### src/hw/ubg_map.svh
`ifndef UBG_MAP_SVH
`define UBG_MAP_SVH
// register byte offsets
`define UBG_MODE_OFF 8'h00
`define UBG_CTL_OFF 8'h04
`define UBG_ERR_OFF 8'h08
`define UBG_CLKSEL_OFF 8'h0C
`define UBG_DIV_OFF 8'h10
`define UBG_TXBUF_OFF 8'h14
`define UBG_RXBUF_OFF 8'h18
// mode register fields
`define UBG_POWER_BIT 7
`define UBG_TXEN_BIT 6
`define UBG_RXEN_BIT 5
`define UBG_MERGE_BIT 0
// control register fields
`define UBG_BRK_FLAG_BIT 7
`define UBG_BRK_TRIG_BIT 6
// error status fields
`define UBG_OVR_BIT 0
`define UBG_PAR_BIT 1
`define UBG_FRM_BIT 2
// reset values
`define UBG_DIV_RST 8'hFF
`define UBG_RXBUF_RST 8'hFF
`define UBG_MODE_RST 8'h01
// frame timing, in bit times, then the number of prescaler settings
`define UBG_FRAME_BITS 4'd11
`define UBG_BRK_MIN_BITS 5'd11
`define UBG_NUM_PRESCALE 16
`endif

### src/hw/ubg_pkg.sv
package ubg_pkg;
  typedef enum logic [2:0] {
    UBG_RX_IDLE = 3'b001,
    UBG_RX_START = 3'b010,
    UBG_RX_DATA = 3'b100
  } ubg_rx_st_t;
  typedef enum logic [2:0] {
    UBG_AX_IDLE = 3'b001,
    UBG_AX_WRESP = 3'b010,
    UBG_AX_RRESP = 3'b100
  } ubg_ax_st_t;
  typedef struct packed {
    logic [7:0] mode;
    logic brk_flag;
    logic brk_trig;
    logic [2:0] err;
    logic [3:0] clk_sel;
    logic [7:0] divisor;
    logic [7:0] rx_buffer;
    logic rx_full;
    logic [7:0] tx_buffer;
    logic tx_pending;
    logic tx_busy;
    logic [9:0] tx_shift;
    logic [3:0] tx_bits;
    logic serial_out;
    logic [7:0] tx_cnt;
    logic tx_half;
    logic [14:0] prescale;
    logic base_tick;
    logic [2:0] sync;
    logic [1:0] filt_smp;
    logic rx_filt;
    logic rx_prev;
    ubg_rx_st_t rx_st;
    logic [7:0] rx_cnt;
    logic rx_half;
    logic [3:0] rx_bits;
    logic [7:0] rx_shift;
    logic rx_par;
    logic [4:0] low_bits;
    logic rx_done_irq;
    logic rx_err_irq;
    logic tx_done_irq;
    ubg_ax_st_t ax_st;
    logic aw_got;
    logic w_got;
    logic [7:0] aw_addr;
    logic [31:0] w_data;
    logic [1:0] bresp;
    logic [31:0] rdata;
    logic [1:0] rresp;
  } ubg_state_t;
endpackage

### src/hw/ubg_uart.sv
// Overview of operation
// - merge bit clear: errors on own interrupt; set: via receive-complete interrupt
// - receive line sampled per base tick; filtered input follows two matching samples
// - receive processing lags the external line by two base clocks
// - break receive armed by trigger bit with power and receive enable set
// - stop after eleven or more low bits: complete interrupt, clear trigger and flag
// - break reception suppresses overrun, parity and framing error flags
// - break reception never loads the receive buffer; it keeps FFH
// - break of ten bits or less: no interrupt, mode and flags kept
// - independent 8-bit counters for transmit and receive
// - 4-bit select picks base clock; gated off while power is zero
// - transmit counter cleared while power or transmit enable is zero
// - transmit counter clears when first byte is written
// - continuous transmit clears counter per frame, else keeps counting
// - receive counter cleared when disabled, starts on start bit detection
// - receive counter halts after a full frame until next start bit
// - baud rate is base clock over 2k, k from 8 to 255
// - reading the error status register clears all error flags
//
// Local design decisions: the address map and the AXI4-Lite interface to the registers.
`include "ubg_map.svh"
module ubg_uart
  import ubg_pkg::*;
(
  input wire logic sys_clk,
  input wire logic rst,
  input wire logic [7:0] s_axi_awaddr,
  input wire logic s_axi_awvalid,
  output logic s_axi_awready,
  input wire logic [31:0] s_axi_wdata,
  input wire logic [3:0] s_axi_wstrb,
  input wire logic s_axi_wvalid,
  output logic s_axi_wready,
  output logic [1:0] s_axi_bresp,
  output logic s_axi_bvalid,
  input wire logic s_axi_bready,
  input wire logic [7:0] s_axi_araddr,
  input wire logic s_axi_arvalid,
  output logic s_axi_arready,
  output logic [31:0] s_axi_rdata,
  output logic [1:0] s_axi_rresp,
  output logic s_axi_rvalid,
  input wire logic s_axi_rready,
  input wire logic serial_in,
  output logic serial_out,
  output logic rx_done_irq,
  output logic rx_err_irq,
  output logic tx_done_irq
);
  ubg_state_t q_reg, q_next;
  logic power, tx_en, rx_en, merge;
  logic wr_go, rd_go;
  logic [7:0] wa;
  logic [31:0] wd;
  logic tx_tick, rx_tick, mid_bit;
  logic err_ov, err_pe, err_fe, brk_mode;

  assign power = q_reg.mode[`UBG_POWER_BIT];
  assign tx_en = q_reg.mode[`UBG_TXEN_BIT];
  assign rx_en = q_reg.mode[`UBG_RXEN_BIT];
  assign merge = q_reg.mode[`UBG_MERGE_BIT];
  // handshakes follow the slave state; writes wait for both channels
  assign s_axi_awready = (q_reg.ax_st == UBG_AX_IDLE) && !q_reg.aw_got;
  assign s_axi_wready = (q_reg.ax_st == UBG_AX_IDLE) && !q_reg.w_got;
  assign s_axi_arready = (q_reg.ax_st == UBG_AX_IDLE) && !s_axi_awvalid
    && !q_reg.aw_got && !q_reg.w_got;
  assign s_axi_bvalid = (q_reg.ax_st == UBG_AX_WRESP);
  assign s_axi_rvalid = (q_reg.ax_st == UBG_AX_RRESP);
  assign s_axi_bresp = q_reg.bresp;
  assign s_axi_rresp = q_reg.rresp;
  assign s_axi_rdata = q_reg.rdata;
  assign serial_out = q_reg.serial_out;
  assign rx_done_irq = q_reg.rx_done_irq;
  assign rx_err_irq = q_reg.rx_err_irq;
  assign tx_done_irq = q_reg.tx_done_irq;

  always_comb begin
    q_next = q_reg;
    wr_go = 1'b0;
    rd_go = 1'b0;
    wa = q_reg.aw_addr;
    wd = q_reg.w_data;
    err_ov = 1'b0;
    err_pe = 1'b0;
    err_fe = 1'b0;
    q_next.rx_done_irq = 1'b0;
    q_next.rx_err_irq = 1'b0;
    q_next.tx_done_irq = 1'b0;

    // base tick: divide by 2^sel, held off while unpowered
    q_next.prescale = power ? q_reg.prescale + 15'd1 : 15'd0;
    q_next.base_tick = power &&
      ((q_reg.prescale & ((15'd1 << q_reg.clk_sel) - 15'd1)) == 15'd0);

    // three-flop synchroniser, then match detector on base ticks
    q_next.sync = {q_reg.sync[1:0], serial_in};
    if (q_reg.base_tick) begin
      q_next.filt_smp = {q_reg.filt_smp[0], q_reg.sync[2]};
      // agreement of two samples adds two base clocks of lag
      if (q_reg.filt_smp[1] == q_reg.filt_smp[0]) begin
        q_next.rx_filt = q_reg.filt_smp[1];
      end
    end

    // each counter wraps at k, so two wraps make one bit
    // divisor below 8 is not guarded against
    tx_tick = q_reg.base_tick && (q_reg.tx_cnt >= q_reg.divisor - 8'd1);
    rx_tick = q_reg.base_tick && (q_reg.rx_cnt >= q_reg.divisor - 8'd1);
    mid_bit = rx_tick && !q_reg.rx_half;

    // transmit side
    if (!(power && tx_en)) begin
      q_next.tx_cnt = 8'h00;
      q_next.tx_half = 1'b0;
      q_next.tx_busy = 1'b0;
      q_next.tx_pending = 1'b0;
      q_next.serial_out = 1'b1;
    end else begin
      if (q_reg.base_tick) begin
        q_next.tx_cnt = tx_tick ? 8'h00 : q_reg.tx_cnt + 8'd1;
        if (tx_tick) begin
          q_next.tx_half = !q_reg.tx_half;
        end
      end
      if (tx_tick && q_reg.tx_half && q_reg.tx_busy) begin
        q_next.serial_out = q_reg.tx_shift[0];
        q_next.tx_shift = {1'b1, q_reg.tx_shift[9:1]};
        q_next.tx_bits = q_reg.tx_bits - 4'd1;
        if (q_reg.tx_bits == 4'd1) begin
          q_next.tx_busy = 1'b0;
          q_next.tx_done_irq = 1'b1;
        end
      end
      if (!q_next.tx_busy && q_reg.tx_pending) begin
        // counter restarts when a byte enters the shifter
        // with nothing pending it simply runs on
        // even parity sits above the data; the stop bit is the one
        // shifted in behind it, so a 00H byte gives ten low bits
        q_next.tx_shift = {^q_reg.tx_buffer, q_reg.tx_buffer, 1'b0};
        q_next.tx_bits = 4'd11;
        q_next.tx_busy = 1'b1;
        q_next.tx_pending = 1'b0;
        q_next.tx_cnt = 8'h00;
        q_next.tx_half = 1'b0;
      end
    end

    // receive side; byte is 8 data bits with even parity plus stop
    brk_mode = q_reg.brk_trig;
    q_next.rx_prev = q_reg.rx_filt;
    if (!(power && rx_en)) begin
      q_next.rx_st = UBG_RX_IDLE;
      q_next.rx_cnt = 8'h00;
      q_next.rx_half = 1'b0;
    end else begin
      if (q_reg.rx_st != UBG_RX_IDLE && q_reg.base_tick) begin
        q_next.rx_cnt = rx_tick ? 8'h00 : q_reg.rx_cnt + 8'd1;
        if (rx_tick) begin
          q_next.rx_half = !q_reg.rx_half;
        end
      end
      case (q_reg.rx_st)
        UBG_RX_IDLE: begin
          // falling edge starts the counter in either mode
          if (q_reg.rx_prev && !q_reg.rx_filt) begin
            q_next.rx_st = UBG_RX_START;
            q_next.rx_cnt = 8'h00;
            q_next.rx_half = 1'b0;
          end
        end
        UBG_RX_START: begin
          if (mid_bit) begin
            if (q_reg.rx_filt) begin
              q_next.rx_st = UBG_RX_IDLE;
            end else begin
              q_next.rx_st = UBG_RX_DATA;
              q_next.rx_bits = 4'd0;
              q_next.rx_par = 1'b0;
              q_next.low_bits = 5'd1;
              // a break attempt is now under way
              if (brk_mode) begin
                q_next.brk_flag = 1'b1;
              end
            end
          end
        end
        UBG_RX_DATA: begin
          if (mid_bit) begin
            q_next.rx_bits = q_reg.rx_bits + 4'd1;
            if (!q_reg.rx_filt && q_reg.low_bits != 5'd31) begin
              q_next.low_bits = q_reg.low_bits + 5'd1;
            end
            if (q_reg.rx_bits < 4'd8) begin
              q_next.rx_shift = {q_reg.rx_filt, q_reg.rx_shift[7:1]};
            end
            if (q_reg.rx_bits < 4'd9) begin
              q_next.rx_par = q_reg.rx_par ^ q_reg.rx_filt;
            end
            // stop position reached in normal mode, or high seen in break
            if ((!brk_mode && q_reg.rx_bits == `UBG_FRAME_BITS - 4'd2) ||
                (brk_mode && q_reg.rx_filt)) begin
              // counter halts until next start bit
              q_next.rx_st = UBG_RX_IDLE;
              if (brk_mode) begin
                if (q_reg.low_bits >= `UBG_BRK_MIN_BITS) begin
                  q_next.rx_done_irq = 1'b1;
                  q_next.brk_trig = 1'b0;
                  q_next.brk_flag = 1'b0;
                end
                // short break: nothing raised, mode kept
                // no error flags and no buffer load here
              end else begin
                err_ov = q_reg.rx_full;
                err_pe = q_reg.rx_par;
                err_fe = !q_reg.rx_filt;
                if (!q_reg.rx_full) begin
                  q_next.rx_buffer = q_reg.rx_shift;
                  q_next.rx_full = 1'b1;
                end
                if ((err_ov || err_pe || err_fe) && !merge) begin
                  q_next.rx_err_irq = 1'b1;
                end else begin
                  q_next.rx_done_irq = 1'b1;
                end
              end
            end
          end
        end
        default: q_next.rx_st = UBG_RX_IDLE;
      endcase
    end

    // bus slave: capture address and data in either order
    case (q_reg.ax_st)
      UBG_AX_IDLE: begin
        if (s_axi_awvalid && s_axi_awready) begin
          q_next.aw_got = 1'b1;
          q_next.aw_addr = s_axi_awaddr;
          wa = s_axi_awaddr;
        end
        if (s_axi_wvalid && s_axi_wready) begin
          q_next.w_got = 1'b1;
          q_next.w_data = s_axi_wdata;
          wd = s_axi_wdata;
        end
        wr_go = q_next.aw_got && q_next.w_got;
        rd_go = s_axi_arvalid && s_axi_arready;
      end
      UBG_AX_WRESP: begin
        if (s_axi_bready) begin
          q_next.ax_st = UBG_AX_IDLE;
        end
      end
      UBG_AX_RRESP: begin
        if (s_axi_rready) begin
          q_next.ax_st = UBG_AX_IDLE;
        end
      end
      default: q_next.ax_st = UBG_AX_IDLE;
    endcase

    // write decode; only byte lane 0 carries register bits
    if (wr_go) begin
      q_next.aw_got = 1'b0;
      q_next.w_got = 1'b0;
      q_next.ax_st = UBG_AX_WRESP;
      q_next.bresp = 2'b00;
      if (!s_axi_wstrb[0] && q_reg.w_got == 1'b0 && s_axi_wvalid) begin
        q_next.bresp = 2'b00; // empty strobe: accepted, no effect
      end else if (wa == `UBG_MODE_OFF) begin
        q_next.mode = wd[7:0];
      end else if (wa == `UBG_CTL_OFF) begin
        // trigger only arms while powered and receiving
        if (power && rx_en) begin
          q_next.brk_trig = wd[`UBG_BRK_TRIG_BIT];
        end
      end else if (wa == `UBG_CLKSEL_OFF) begin
        q_next.clk_sel = wd[3:0];
      end else if (wa == `UBG_DIV_OFF) begin
        q_next.divisor = wd[7:0];
      end else if (wa == `UBG_TXBUF_OFF) begin
        q_next.tx_buffer = wd[7:0];
        q_next.tx_pending = power && tx_en;
      end else if (wa == `UBG_ERR_OFF || wa == `UBG_RXBUF_OFF) begin
        q_next.bresp = 2'b00; // read-only, write ignored
      end else begin
        q_next.bresp = 2'b10;
      end
    end

    // read decode
    if (rd_go) begin
      q_next.ax_st = UBG_AX_RRESP;
      q_next.rdata = 32'h0000_0000;
      q_next.rresp = 2'b00;
      if (s_axi_araddr == `UBG_MODE_OFF) begin
        q_next.rdata[7:0] = q_reg.mode;
      end else if (s_axi_araddr == `UBG_CTL_OFF) begin
        q_next.rdata[`UBG_BRK_FLAG_BIT] = q_reg.brk_flag;
        q_next.rdata[`UBG_BRK_TRIG_BIT] = q_reg.brk_trig;
      end else if (s_axi_araddr == `UBG_ERR_OFF) begin
        q_next.rdata[2:0] = q_reg.err;
        q_next.err = 3'b000;
      end else if (s_axi_araddr == `UBG_CLKSEL_OFF) begin
        q_next.rdata[3:0] = q_reg.clk_sel;
      end else if (s_axi_araddr == `UBG_DIV_OFF) begin
        q_next.rdata[7:0] = q_reg.divisor;
      end else if (s_axi_araddr == `UBG_TXBUF_OFF) begin
        q_next.rdata[7:0] = q_reg.tx_buffer;
      end else if (s_axi_araddr == `UBG_RXBUF_OFF) begin
        q_next.rdata[7:0] = q_reg.rx_buffer;
        q_next.rx_full = 1'b0;
      end else begin
        q_next.rresp = 2'b10;
      end
    end

    // error set wins over the read clear in the same cycle
    if (err_ov) q_next.err[`UBG_OVR_BIT] = 1'b1;
    if (err_pe) q_next.err[`UBG_PAR_BIT] = 1'b1;
    if (err_fe) q_next.err[`UBG_FRM_BIT] = 1'b1;
    // break flag never outlives the trigger that armed it
    if (!q_next.brk_trig) q_next.brk_flag = 1'b0;
  end

  // one register for the whole state
  always_ff @(posedge sys_clk) begin
    if (rst) begin
      q_reg <= '0;
      q_reg.mode <= `UBG_MODE_RST;
      q_reg.divisor <= `UBG_DIV_RST;
      q_reg.rx_buffer <= `UBG_RXBUF_RST;
      q_reg.serial_out <= 1'b1;
      q_reg.sync <= 3'b111;
      q_reg.filt_smp <= 2'b11;
      q_reg.rx_filt <= 1'b1;
      q_reg.rx_prev <= 1'b1;
      q_reg.tx_shift <= 10'h3FF;
      q_reg.rx_st <= UBG_RX_IDLE;
      q_reg.ax_st <= UBG_AX_IDLE;
    end else begin
      q_reg <= q_next;
    end
  end
endmodule

### config.mk
export PLATFORM = sky130hd
export DESIGN_NAME = ubg_uart
export DESIGN_NICKNAME = d
export VERILOG_FILES = /design/src/hw/ubg_pkg.sv /design/src/hw/ubg_uart.sv
export VERILOG_INCLUDE_DIRS = /design/src /design/src/hw
export SDC_FILE = /design/constraint.sdc
export NUM_CORES = 1
export LEC_CHECK = 0
export ABC_AREA = 1
export ABC_CLOCK_PERIOD_IN_PS = 4200
export BUFFER_PORTS_ARGS = -buffer_cell sky130_fd_sc_hd__buf_4
export CAP_MARGIN = 25
export CORE_ASPECT_RATIO = 1.25
export CORE_MARGIN = 2
export CORE_UTILIZATION = 52
export DETAILED_ROUTE_END_ITERATION = 12
export PLACE_DENSITY = 0.8
export SETUP_SLACK_MARGIN = 0.1
export SLEW_MARGIN = 20
export SYNTH_ARGS = -nofsm -noshare
export SYNTH_HDL_FRONTEND = slang
export SYNTH_SLANG_ARGS = --single-unit
### constraint.sdc
create_clock -name sys_clk -period 4.2 [get_ports sys_clk]
set_clock_uncertainty 0.05 [all_clocks]
set_input_delay 0.21 -clock sys_clk [delete_from_list [all_inputs] [get_ports sys_clk]]
set_output_delay 0.21 -clock sys_clk [all_outputs]
set_load 0.005 [all_outputs]
-- Word level (Yosys, flattened, before mapping)
Index checks and enable logic that the tools add are counted.
- bits in registers: 181
- bits in latches: 0
- bits in writable memories: 0
- bits in read-only memories: 0
- bits of input ports: 60
- output and inout port bits: 45
- word-level logic and storage cells: 336
- memories kept: 0
- add/subtract/negate cells: 8
- multipliers: 0
- divide/modulo/power cells: 0
- order comparisons: 5
- eq/ne operators: 47
- shift operators: 1
- mux-type cells: 134
- bitwise operators: 18
- reductions and logical operators: 80
- operators by type and width (operator ; count):
    8-bit two-way mux ; 16
    1-bit two-way mux ; 63
    8-bit by 5-bit equality test with 1-bit output (second input constant) ; 6
    16-bit two-way mux ; 3
    42-bit two-way mux ; 1
    2-bit two-way mux ; 20
    3-bit two-way mux ; 12
    2-bit != test (second input constant) ; 18
    8-bit by 4-bit equality test with 1-bit output (second input constant) ; 4
    32-bit two-way mux ; 1
    1-bit logical AND ; 26
    6-bit AND reduction ; 4
    20-bit two-way mux ; 1
    4-bit AND reduction ; 5
    9-bit two-way mux ; 2
    3-bit one-hot mux with 3 select lines ; 2
    8-bit by 1-bit adder with 8-bit output (second input constant) ; 2
    8-bit by 3-bit equality test with 1-bit output (second input constant) ; 2
    8-bit >= comparator ; 2
    8-bit logical NOT ; 2
    4-bit two-way mux ; 4
    1-bit inverter ; 16
    15-bit by 1-bit adder with 15-bit output (second input constant) ; 1
    15-bit bitwise AND ; 1
    39 further kinds ; 79

-- Longest topological paths before layout
Gate-level depths: netlist of run 1.
- depth after elaboration: 18
- depth in mapped cells: 25
- depth with buffers taken out: 25

-- Worst setup path after synthesis of run 1
OpenSTA, ideal clock, no wires.
- path type: register -> register
- start: register q_reg[180] (netlist bit)
- end: register q_reg[97] (netlist bit)
- arrival time: 3.106 ns
- required time: 4.028 ns
- slack: 0.922 ns
- cell stages (with the launch flop): 26
- path buffers: 0
- clock period less this slack: 3.278 ns
- cells stage by stage: dfxtp_1 -> inv_1 -> ha_1 -> inv_1 -> nor2_1 -> nor2_1 -> ha_1 -> a21boi_0 -> o21ai_0 -> nand2_1 -> a21oi_1 -> o21bai_1 -> nand3_1 -> nand2_1 -> nand2_1 -> inv_1 -> ha_1 -> inv_1 -> nor2_1 -> inv_1 -> nor2_1 -> inv_1 -> nor2_1 -> inv_1 -> o21ai_0 -> a21oi_1
- word-level cells in the longest chain between the ends: 5
- RTL lines (item ; RTL line ; RTL):
    start, declared ; ubg_uart.sv:50 ; ubg_state_t q_reg, q_next;
    start signal, assigned ; ubg_uart.sv:342 ; q_reg <= q_next;
    8-bit by 1-bit subtractor with 8-bit output ; ubg_uart.sv:108 ; rx_tick = q_reg.base_tick && (q_reg.rx_cnt >= q_reg.divisor - 8'd1);
    8-bit >= comparator ; ubg_uart.sv:108 ;
    1-bit logical AND ; ubg_uart.sv:108 ;
    1-bit logical AND ; ubg_uart.sv:109 ; mid_bit = rx_tick && !q_reg.rx_half;
    4-bit AND reduction (no line) ; -- ;
No other way between the ends.
A chain may end at the register's enable or synchronous reset.

-- Worst setup path after layout of run 1
- start: register q_reg[180] (netlist bit)
- end: register q_reg[179] (netlist bit)
- word-level cells in the longest chain between the ends: 5
- RTL lines (item ; RTL line):
    8-bit by 1-bit subtractor with 8-bit output ; ubg_uart.sv:108
    8-bit >= comparator ; ubg_uart.sv:108
    1-bit logical AND ; ubg_uart.sv:108
    1-bit logical AND ; ubg_uart.sv:109
    6-bit AND reduction (no line) ; --
No other way between the ends.

==> out/results.ini, run 1 <==
[run_status]
status=finished, final reports clean

[clock_network]
clk_pin_slew_ns=0.06
cts_buffers=17
clkLatencyLatePin_ns=0.44
tritoncts=yes
clk_path_buf_depth=2
clockRootBuffer=clkbuf_16
cts_sinks=155
cts_htree_levels=4
cts_setup_buffers=0

[pwr]
totalPowerFinal_uw=3290
cellPowerDensity_mw_per_mm2=375
leakagePower_uw=0.00390
ir_drop_mv=0.258

[global_route]
grt_usage_pct=23.4
grt_overflow=0
busiest_layer=met2
met2_usage_pct=41.3
grt.met3_usage_pct=4.57
grt_pass1_vias=6625
antenna_found_initial=0
grt_pass1_wl_um=30300
grt_use_met1_pct=26.6
grt_max_degree=55

[floorplanning]
ios=105
coreArea_mm2=0.0149
die_area_mm2=0.0161
die_w_um=114
die_h_um=141
initial_core_util_pct=52.7
std_cell_rows=50

[synthesis]
ys_top_cells_by_area=dfxtp_1, nand2_1, nor2_1
synth.cell_area_mm2=0.00785
synth_edf_count=0
synth_cells=1082
async_flop_share_pct=0
yosysTopAreaCell=dfxtp_1
ys_seq_area_share_pct=39.5
yosysWarnings=0
ys_types=53
syn_area_per_cell_um2=7.26
yosys_most_used_dff=dfxtp_1
synth_top_area_share_pct=39.5
ys_ff_latch=155

[timing]
slew_headroom_pct=47.3
min_period_ns=3.66
tns_ns=0
slew_viol_final=0
clock.fmax_mhz=273
fin_crit_sh_pct=87.2
rsz0062_at_grt=no
setup_violations=0
worst_slew_pin_slew_ns=0.782
hold_viol=0

[critical_path]
required_ns=4.45
end_kind=flop
crit_path_start=q_reg[180]$_SDFFE_PP1P_
rr_endpoint=q_reg[179]$_SDFFE_PP1P_
cp-endpoint=q_reg[179]$_SDFFE_PP1P_
worstReg2RegStart=q_reg[180]$_SDFFE_PP1P_
critPathKind=flop to flop
worst_ep_arrival_time_ns=3.91
cp_max_fo=9
critPathLaunchType=flop
reg2reg_depth=25
worst-r2r-setup-slack_ns=0.54

[job]
drv_cap=0

[detailed_routing]
drtIter0Drc=354
vias=7041
avgRoutedWirePerCell_um=14.0
dr.pass1.iters=5
drc=0
wl_um=18500
routed_via_density=5.34
ant_nets=0

[worst_hold_path]
hold_path_depth=4
hold_path.class=input pin to flop

[cells_and_area]
area_delta_synth_final_pct=11.8
final_util_pct=59.0
fill_cells=1320
fin_nets=1207
largest_reg_flops=135
num_antenna_cells=0
drive_gt1_share_pct=10.9
final_cell_area_mm2=0.00878

[placed_design]
place_congestion=0.918
io_buffers=51
placed_area_mm2=0.00818
dp_hpwl_um=13400

## layout make-up
type | count | area, um2 | area share, %
multi-input cells | 755 | 3930 | 44.8
flip-flops and latches | 155 | 3100 | 35.3
inverters | 135 | 509 | 5.80
repair buffers | 60 | 463 | 5.27
clock buffers | 18 | 439 | 5.00
well taps | 182 | 228 | 2.59
clock inverters | 14 | 109 | 1.24
## per-stage QoR
stage / hold WS (ns) / setup WS [ns] / std cells
floorplan: 0.264 / 0.922 / 1107
global placement: 0.346 / 0.477 / 1282
detailed placement: 0.344 / 0.433 / 1282
CTS: 0.00380 / 0.396 / 1319
global route: 0.0273 / 0.162 / 1319
finish: 0.00640 / 0.539 / 1319
## synthesized netlist by cell type (all sizes together), types with 9 or more instances
| cell type | instances |
|---|---|
| o2111ai | 9 |
| a211oi | 11 |
| o21ai | 81 |
| inv | 130 |
| dfxtp | 155 |
| o211ai | 9 |
| nand4 | 23 |
| a21oi | 91 |
| nand3 | 56 |
| xor2 | 13 |
| nor3 | 26 |
| buf | 50 |
| nand2 | 188 |
| ha | 23 |
| clkbuf | 12 |
| nor2 | 143 |
## cell usage in the layout, fill, tap and decap left out, types with 6 or more instances in the layout
master / n
nand2_1: 188
dfxtp_1: 155
nor2_1: 137
inv_1: 127
a21oi_1: 88
o21ai_0: 65
buf_4: 55
nand3_1: 51
conb_1: 26
nor3_1: 24
ha_1: 23
nand4_1: 22
clkbuf_16: 17
xor2_1: 13
o21ai_1: 10
o211ai_1: 9
o2111ai_1: 9
or2_2: 8
a211oi_1: 8
o21ai_2: 6
xnor2_1: 6
## cells by family after synthesis
family | after synthesis | share of synthesized area, %
AOI/OAI and AO/OA | 229 | 17.2
xor gates and xnor gates | 19 | 2.12
adders and majority gates | 23 | 3.66
buffers and inverters | 197 | 11.7
DFF | 155 | 39.5
muxes | 5 | 0.637
other | 1 | 0.0477
and+or+nand+nor | 453 | 25.1
## metal layers
layer	up-vias	share of wire (%)	wire, um
li1	3617	-	-
met1	3199	42	7740
met5	-	0	0
met3	51	4.1	761
met4	0	3.5	641
met2	174	51	9350
## worst max-delay path: stages (launching register included)
cell,delay [ns]
dfxtp_1,0.32
inv_2,0.12
ha_1,0.18
inv_1,0.06
nor2_2,0.14
nor2_1,0.09
ha_1,0.27
a21boi_0,0.17
o21ai_0,0.09
nand2_1,0.06
a21oi_1,0.06
o21bai_1,0.11
nand3_1,0.12
nand2_1,0.08
nand2_1,0.06
inv_1,0.09
ha_1,0.19
inv_1,0.11
nor2_1,0.21
inv_1,0.06
nor2_1,0.17
inv_1,0.10
nor2_1,0.21
nand3_2,0.20
nand2_1,0.11
o211ai_1,0.08
## worst min-delay path by stage
stage | slack (ns) | startpoint | to
after global routing | 0.03 | s_axi_awaddr[0] | q_reg[68]$_SDFFE_PP0N_
after CTS | 0.004 | s_axi_awaddr[0] | q_reg[68]$_SDFFE_PP0N_
after global placement | 0.35 | q_next[120]$_SDFF_PP1_ | q_reg[120]$_SDFF_PP1_
after floorplan | 0.26 | serial_in | q_next[119]$_SDFF_PP1_
final | 0.006 | s_axi_rready | q_reg[80]$_SDFFE_PP0P_
after detailed placement | 0.34 | q_next[119]$_SDFF_PP1_ | q_next[120]$_SDFF_PP1_
## power breakdown
part           switching [uW]  leakage (uW)  internal, uW  total (uW)
Combinational             210       0.00237           117         327
Sequential               22.6       0.00126          1510        1540
Clock                     650      0.000274           781        1430
## repair_timing
action	CTS	global route
endpoints found under the setup margin	0	12
hold buffers	5	0
resized for setup	0	3
endpoints found under the hold margin	5	0
No activity file was read; power rests on OpenSTA's default activity.
==> run 2, diff against run 1 <==
--- a/config.mk
+++ b/config.mk
@@ -11,10 +11,9 @@
 export BUFFER_PORTS_ARGS = -buffer_cell sky130_fd_sc_hd__buf_4
 export CAP_MARGIN = 25
 export CORE_ASPECT_RATIO = 1.25
-export CORE_MARGIN = 2
-export CORE_UTILIZATION = 52
+export CORE_UTILIZATION = 35
 export DETAILED_ROUTE_END_ITERATION = 12
-export PLACE_DENSITY = 0.8
+export PLACE_DENSITY = 0.6
 export SETUP_SLACK_MARGIN = 0.1
 export SLEW_MARGIN = 20
 export SYNTH_ARGS = -nofsm -noshare
==> run 2 against run 1 <==
Against the previous run: sequential share of layout area fell by 0.62 points; global-route usage fell by 6.0 points; hold slack improved by 0.0027 ns; final cell count rose by 7.4%; combinational power barely moved; critical path depth did not move.
==> out/results.ini, run 2 (synthesis gave the netlist of run 1 again) <==
[cells_and_area]
drive_gt1_share_pct=11.2  ; +0.34 points
fin_nets=1208  ; +0.083%
mostFrequentLayoutCell=nand2_1
area_delta_synth_final_pct=13.8
fill_cells=2307  ; +75%
num_antenna_cells=0  ; unchanged
final_cell_area_mm2=0.00894  ; +1.8%
final_cell_mix=nand2_1, dfxtp_1, nor2_1
largest_reg_flops=135  ; unchanged

[clock_network]
clk_pin_slew_ns=0.07  ; about the same
cts_setup_buffers=0  ; unchanged
clk_path_buf_depth=2  ; unchanged
cts_htree_levels=4  ; unchanged
tritoncts=yes
clockRootBuffer=clkbuf_16
cts_sinks=155  ; unchanged
clkLatencyLatePin_ns=0.43  ; about the same
cts_buffers=17  ; unchanged

[job]
drv_cap=0  ; unchanged

[global_route]
grt_usage_pct=17.4  ; -6.0 points
grt_pass1_wl_um=31500  ; +3.8%
grt_overflow=0  ; unchanged
antenna_found_initial=0  ; unchanged
grt_max_degree=55  ; unchanged
grt_pass1_vias=6451  ; -2.6%

[placed_design]
dp_slack_ns=0.374  ; -0.0594 ns
place_congestion=0.842  ; -8.3%
io_buffers=51  ; unchanged
placed_area_mm2=0.00831  ; +1.7%
dp_hpwl_um=14300  ; +7.3%

[floorplanning]
initial_core_util_pct=36.1  ; -17 points
ios=105  ; unchanged
die_w_um=136  ; +19%
die_area_mm2=0.0230  ; +43%
coreArea_mm2=0.0218  ; +46%
std_cell_rows=60  ; +20%
die_h_um=169  ; +20%

[run_status]
status=finished, final reports clean

[pwr]
ir_drop_mv=0.301  ; +16%
totalPowerFinal_uw=3390  ; +2.8%
leakagePower_uw=0.00391  ; +0.40%
cellPowerDensity_mw_per_mm2=379  ; +1.0%

[critical_path]
cp_max_fo=10  ; +1
worst_ep_arrival_time_ns=3.81  ; -0.10 ns
critPathKind=flop to flop
required_ns=4.50  ; +0.05 ns
critPathLaunchType=flop
worst-r2r-setup-slack_ns=0.70  ; +0.16 ns
end_kind=flop

[timing]
holdWs_ns=0.00914  ; +0.00274 ns
worst_slack_ns=0.698  ; +0.159 ns
slew_viol_final=0  ; unchanged
rsz0062_at_grt=no
min_period_ns=3.50  ; -0.159 ns
tns_ns=0  ; unchanged
setup_violations=0  ; unchanged
hold_viol=0  ; unchanged
clock.fmax_mhz=286  ; +4.5%
slew_headroom_pct=44.8  ; -2.5 points
fin_crit_sh_pct=83.4  ; -3.8 points
worst_slew_pin_slew_ns=0.819  ; +0.0367 ns

[detailed_routing]
drtIter0Drc=423  ; +19%
wl_um=19200  ; +4.0%
dr.pass1.iters=5  ; unchanged
ant_nets=0  ; unchanged
routed_via_density=4.93  ; -7.7%
vias=6980  ; -0.87%
drc=0  ; unchanged
avgRoutedWirePerCell_um=13.6  ; -3.2%

[worst_hold_path]
hold_path.class=input pin to flop

## run 2: cell types whose count changed in the layout (fill, tap and decap cells not counted)
cell / previous run / this run
buf_4: 55 / 57
bufinv_16: 0 / 1
clkbuf_8: 1 / 0
clkinv_2: 4 / 2
clkinv_4: 3 / 1
dlygate4sd3_1: 5 / 3
inv_6: 5 / 6
inv_8: 1 / 4
nand3_1: 51 / 52
nor2_1: 137 / 135
nor2_2: 5 / 7
## run 2: area by class of cell
cell class                 instances  area [um2]  area share, %
clock buffer                      17         425           4.76
clock inverter                    15         154           1.72
inverter                         135         509           5.70
multi-input combinational        756        3940           44.1
sequential                       155        3100           34.7
tap                              279         349           3.90
timing repair buffer              60         458           5.12
## run 2: report_power, final
group	switching [uW]	total, uW	internal (uW)	leakage (uW)
logic	214	330	116	0.00237
registers	21.3	1530	1510	0.00126
clock network	680	1520	841	0.000287
## run 2: critical path, cell delays in order (launching register included)
cell,delay [ns]
dfxtp_1,0.32
inv_2,0.12
ha_1,0.19
inv_1,0.05
nor2_2,0.13
nor2_1,0.09
ha_1,0.27
a21boi_0,0.15
o21ai_0,0.09
nand2_1,0.06
a21oi_1,0.05
o21bai_1,0.11
nand3_1,0.12
nand2_1,0.08
nand2_1,0.06
inv_1,0.06
ha_1,0.21
inv_1,0.12
nor2_1,0.20
inv_1,0.08
nor2_2,0.13
inv_1,0.10
nor2_2,0.18
buf_4,0.20
o21ai_0,0.08
a21oi_1,0.13
## run 2: path summary, 6_finish.rpt
check	startpoint	cells after the start	endpoint
worst min-delay path	s_axi_awaddr[3]	3	q_reg[71]$_SDFFE_PP0N_
worst max register to register	q_reg[180]$_SDFFE_PP1P_	25	q_reg[171]$_SDFF_PP0_
worst max-delay path	q_reg[180]$_SDFFE_PP1P_	25	q_reg[171]$_SDFF_PP0_
worst min register to register	q_next[120]$_SDFF_PP1_	1	q_reg[120]$_SDFF_PP1_
## run 2: repair_timing
| item | in CTS | in global routing |
|---|---|---|
| hold buffers | 3 | 0 |
| hold endpoints to repair | 3 | 0 |
| setup endpoints to repair | 0 | 19 |
| resized for setup | 0 | 5 |
## run 2: routing by layer
metal | vias up | routed length, um | GRT usage (%)
li1 | 3610 | - | -
met5 | - | 0 | 0
met4 | 0 | 257 | 4.64
met2 | 123 | 9800 | 31.5
met1 | 3226 | 8630 | 20.8
met3 | 21 | 550 | 3.05
## run 2: stage by stage
step                      std cells  util [%]
after floorplan                1107         -
after global placement         1381      38.2
after detailed placement       1381      38.2
after CTS                      1416      41.0
after global routing           1417      41.1
final                          1417      41.1
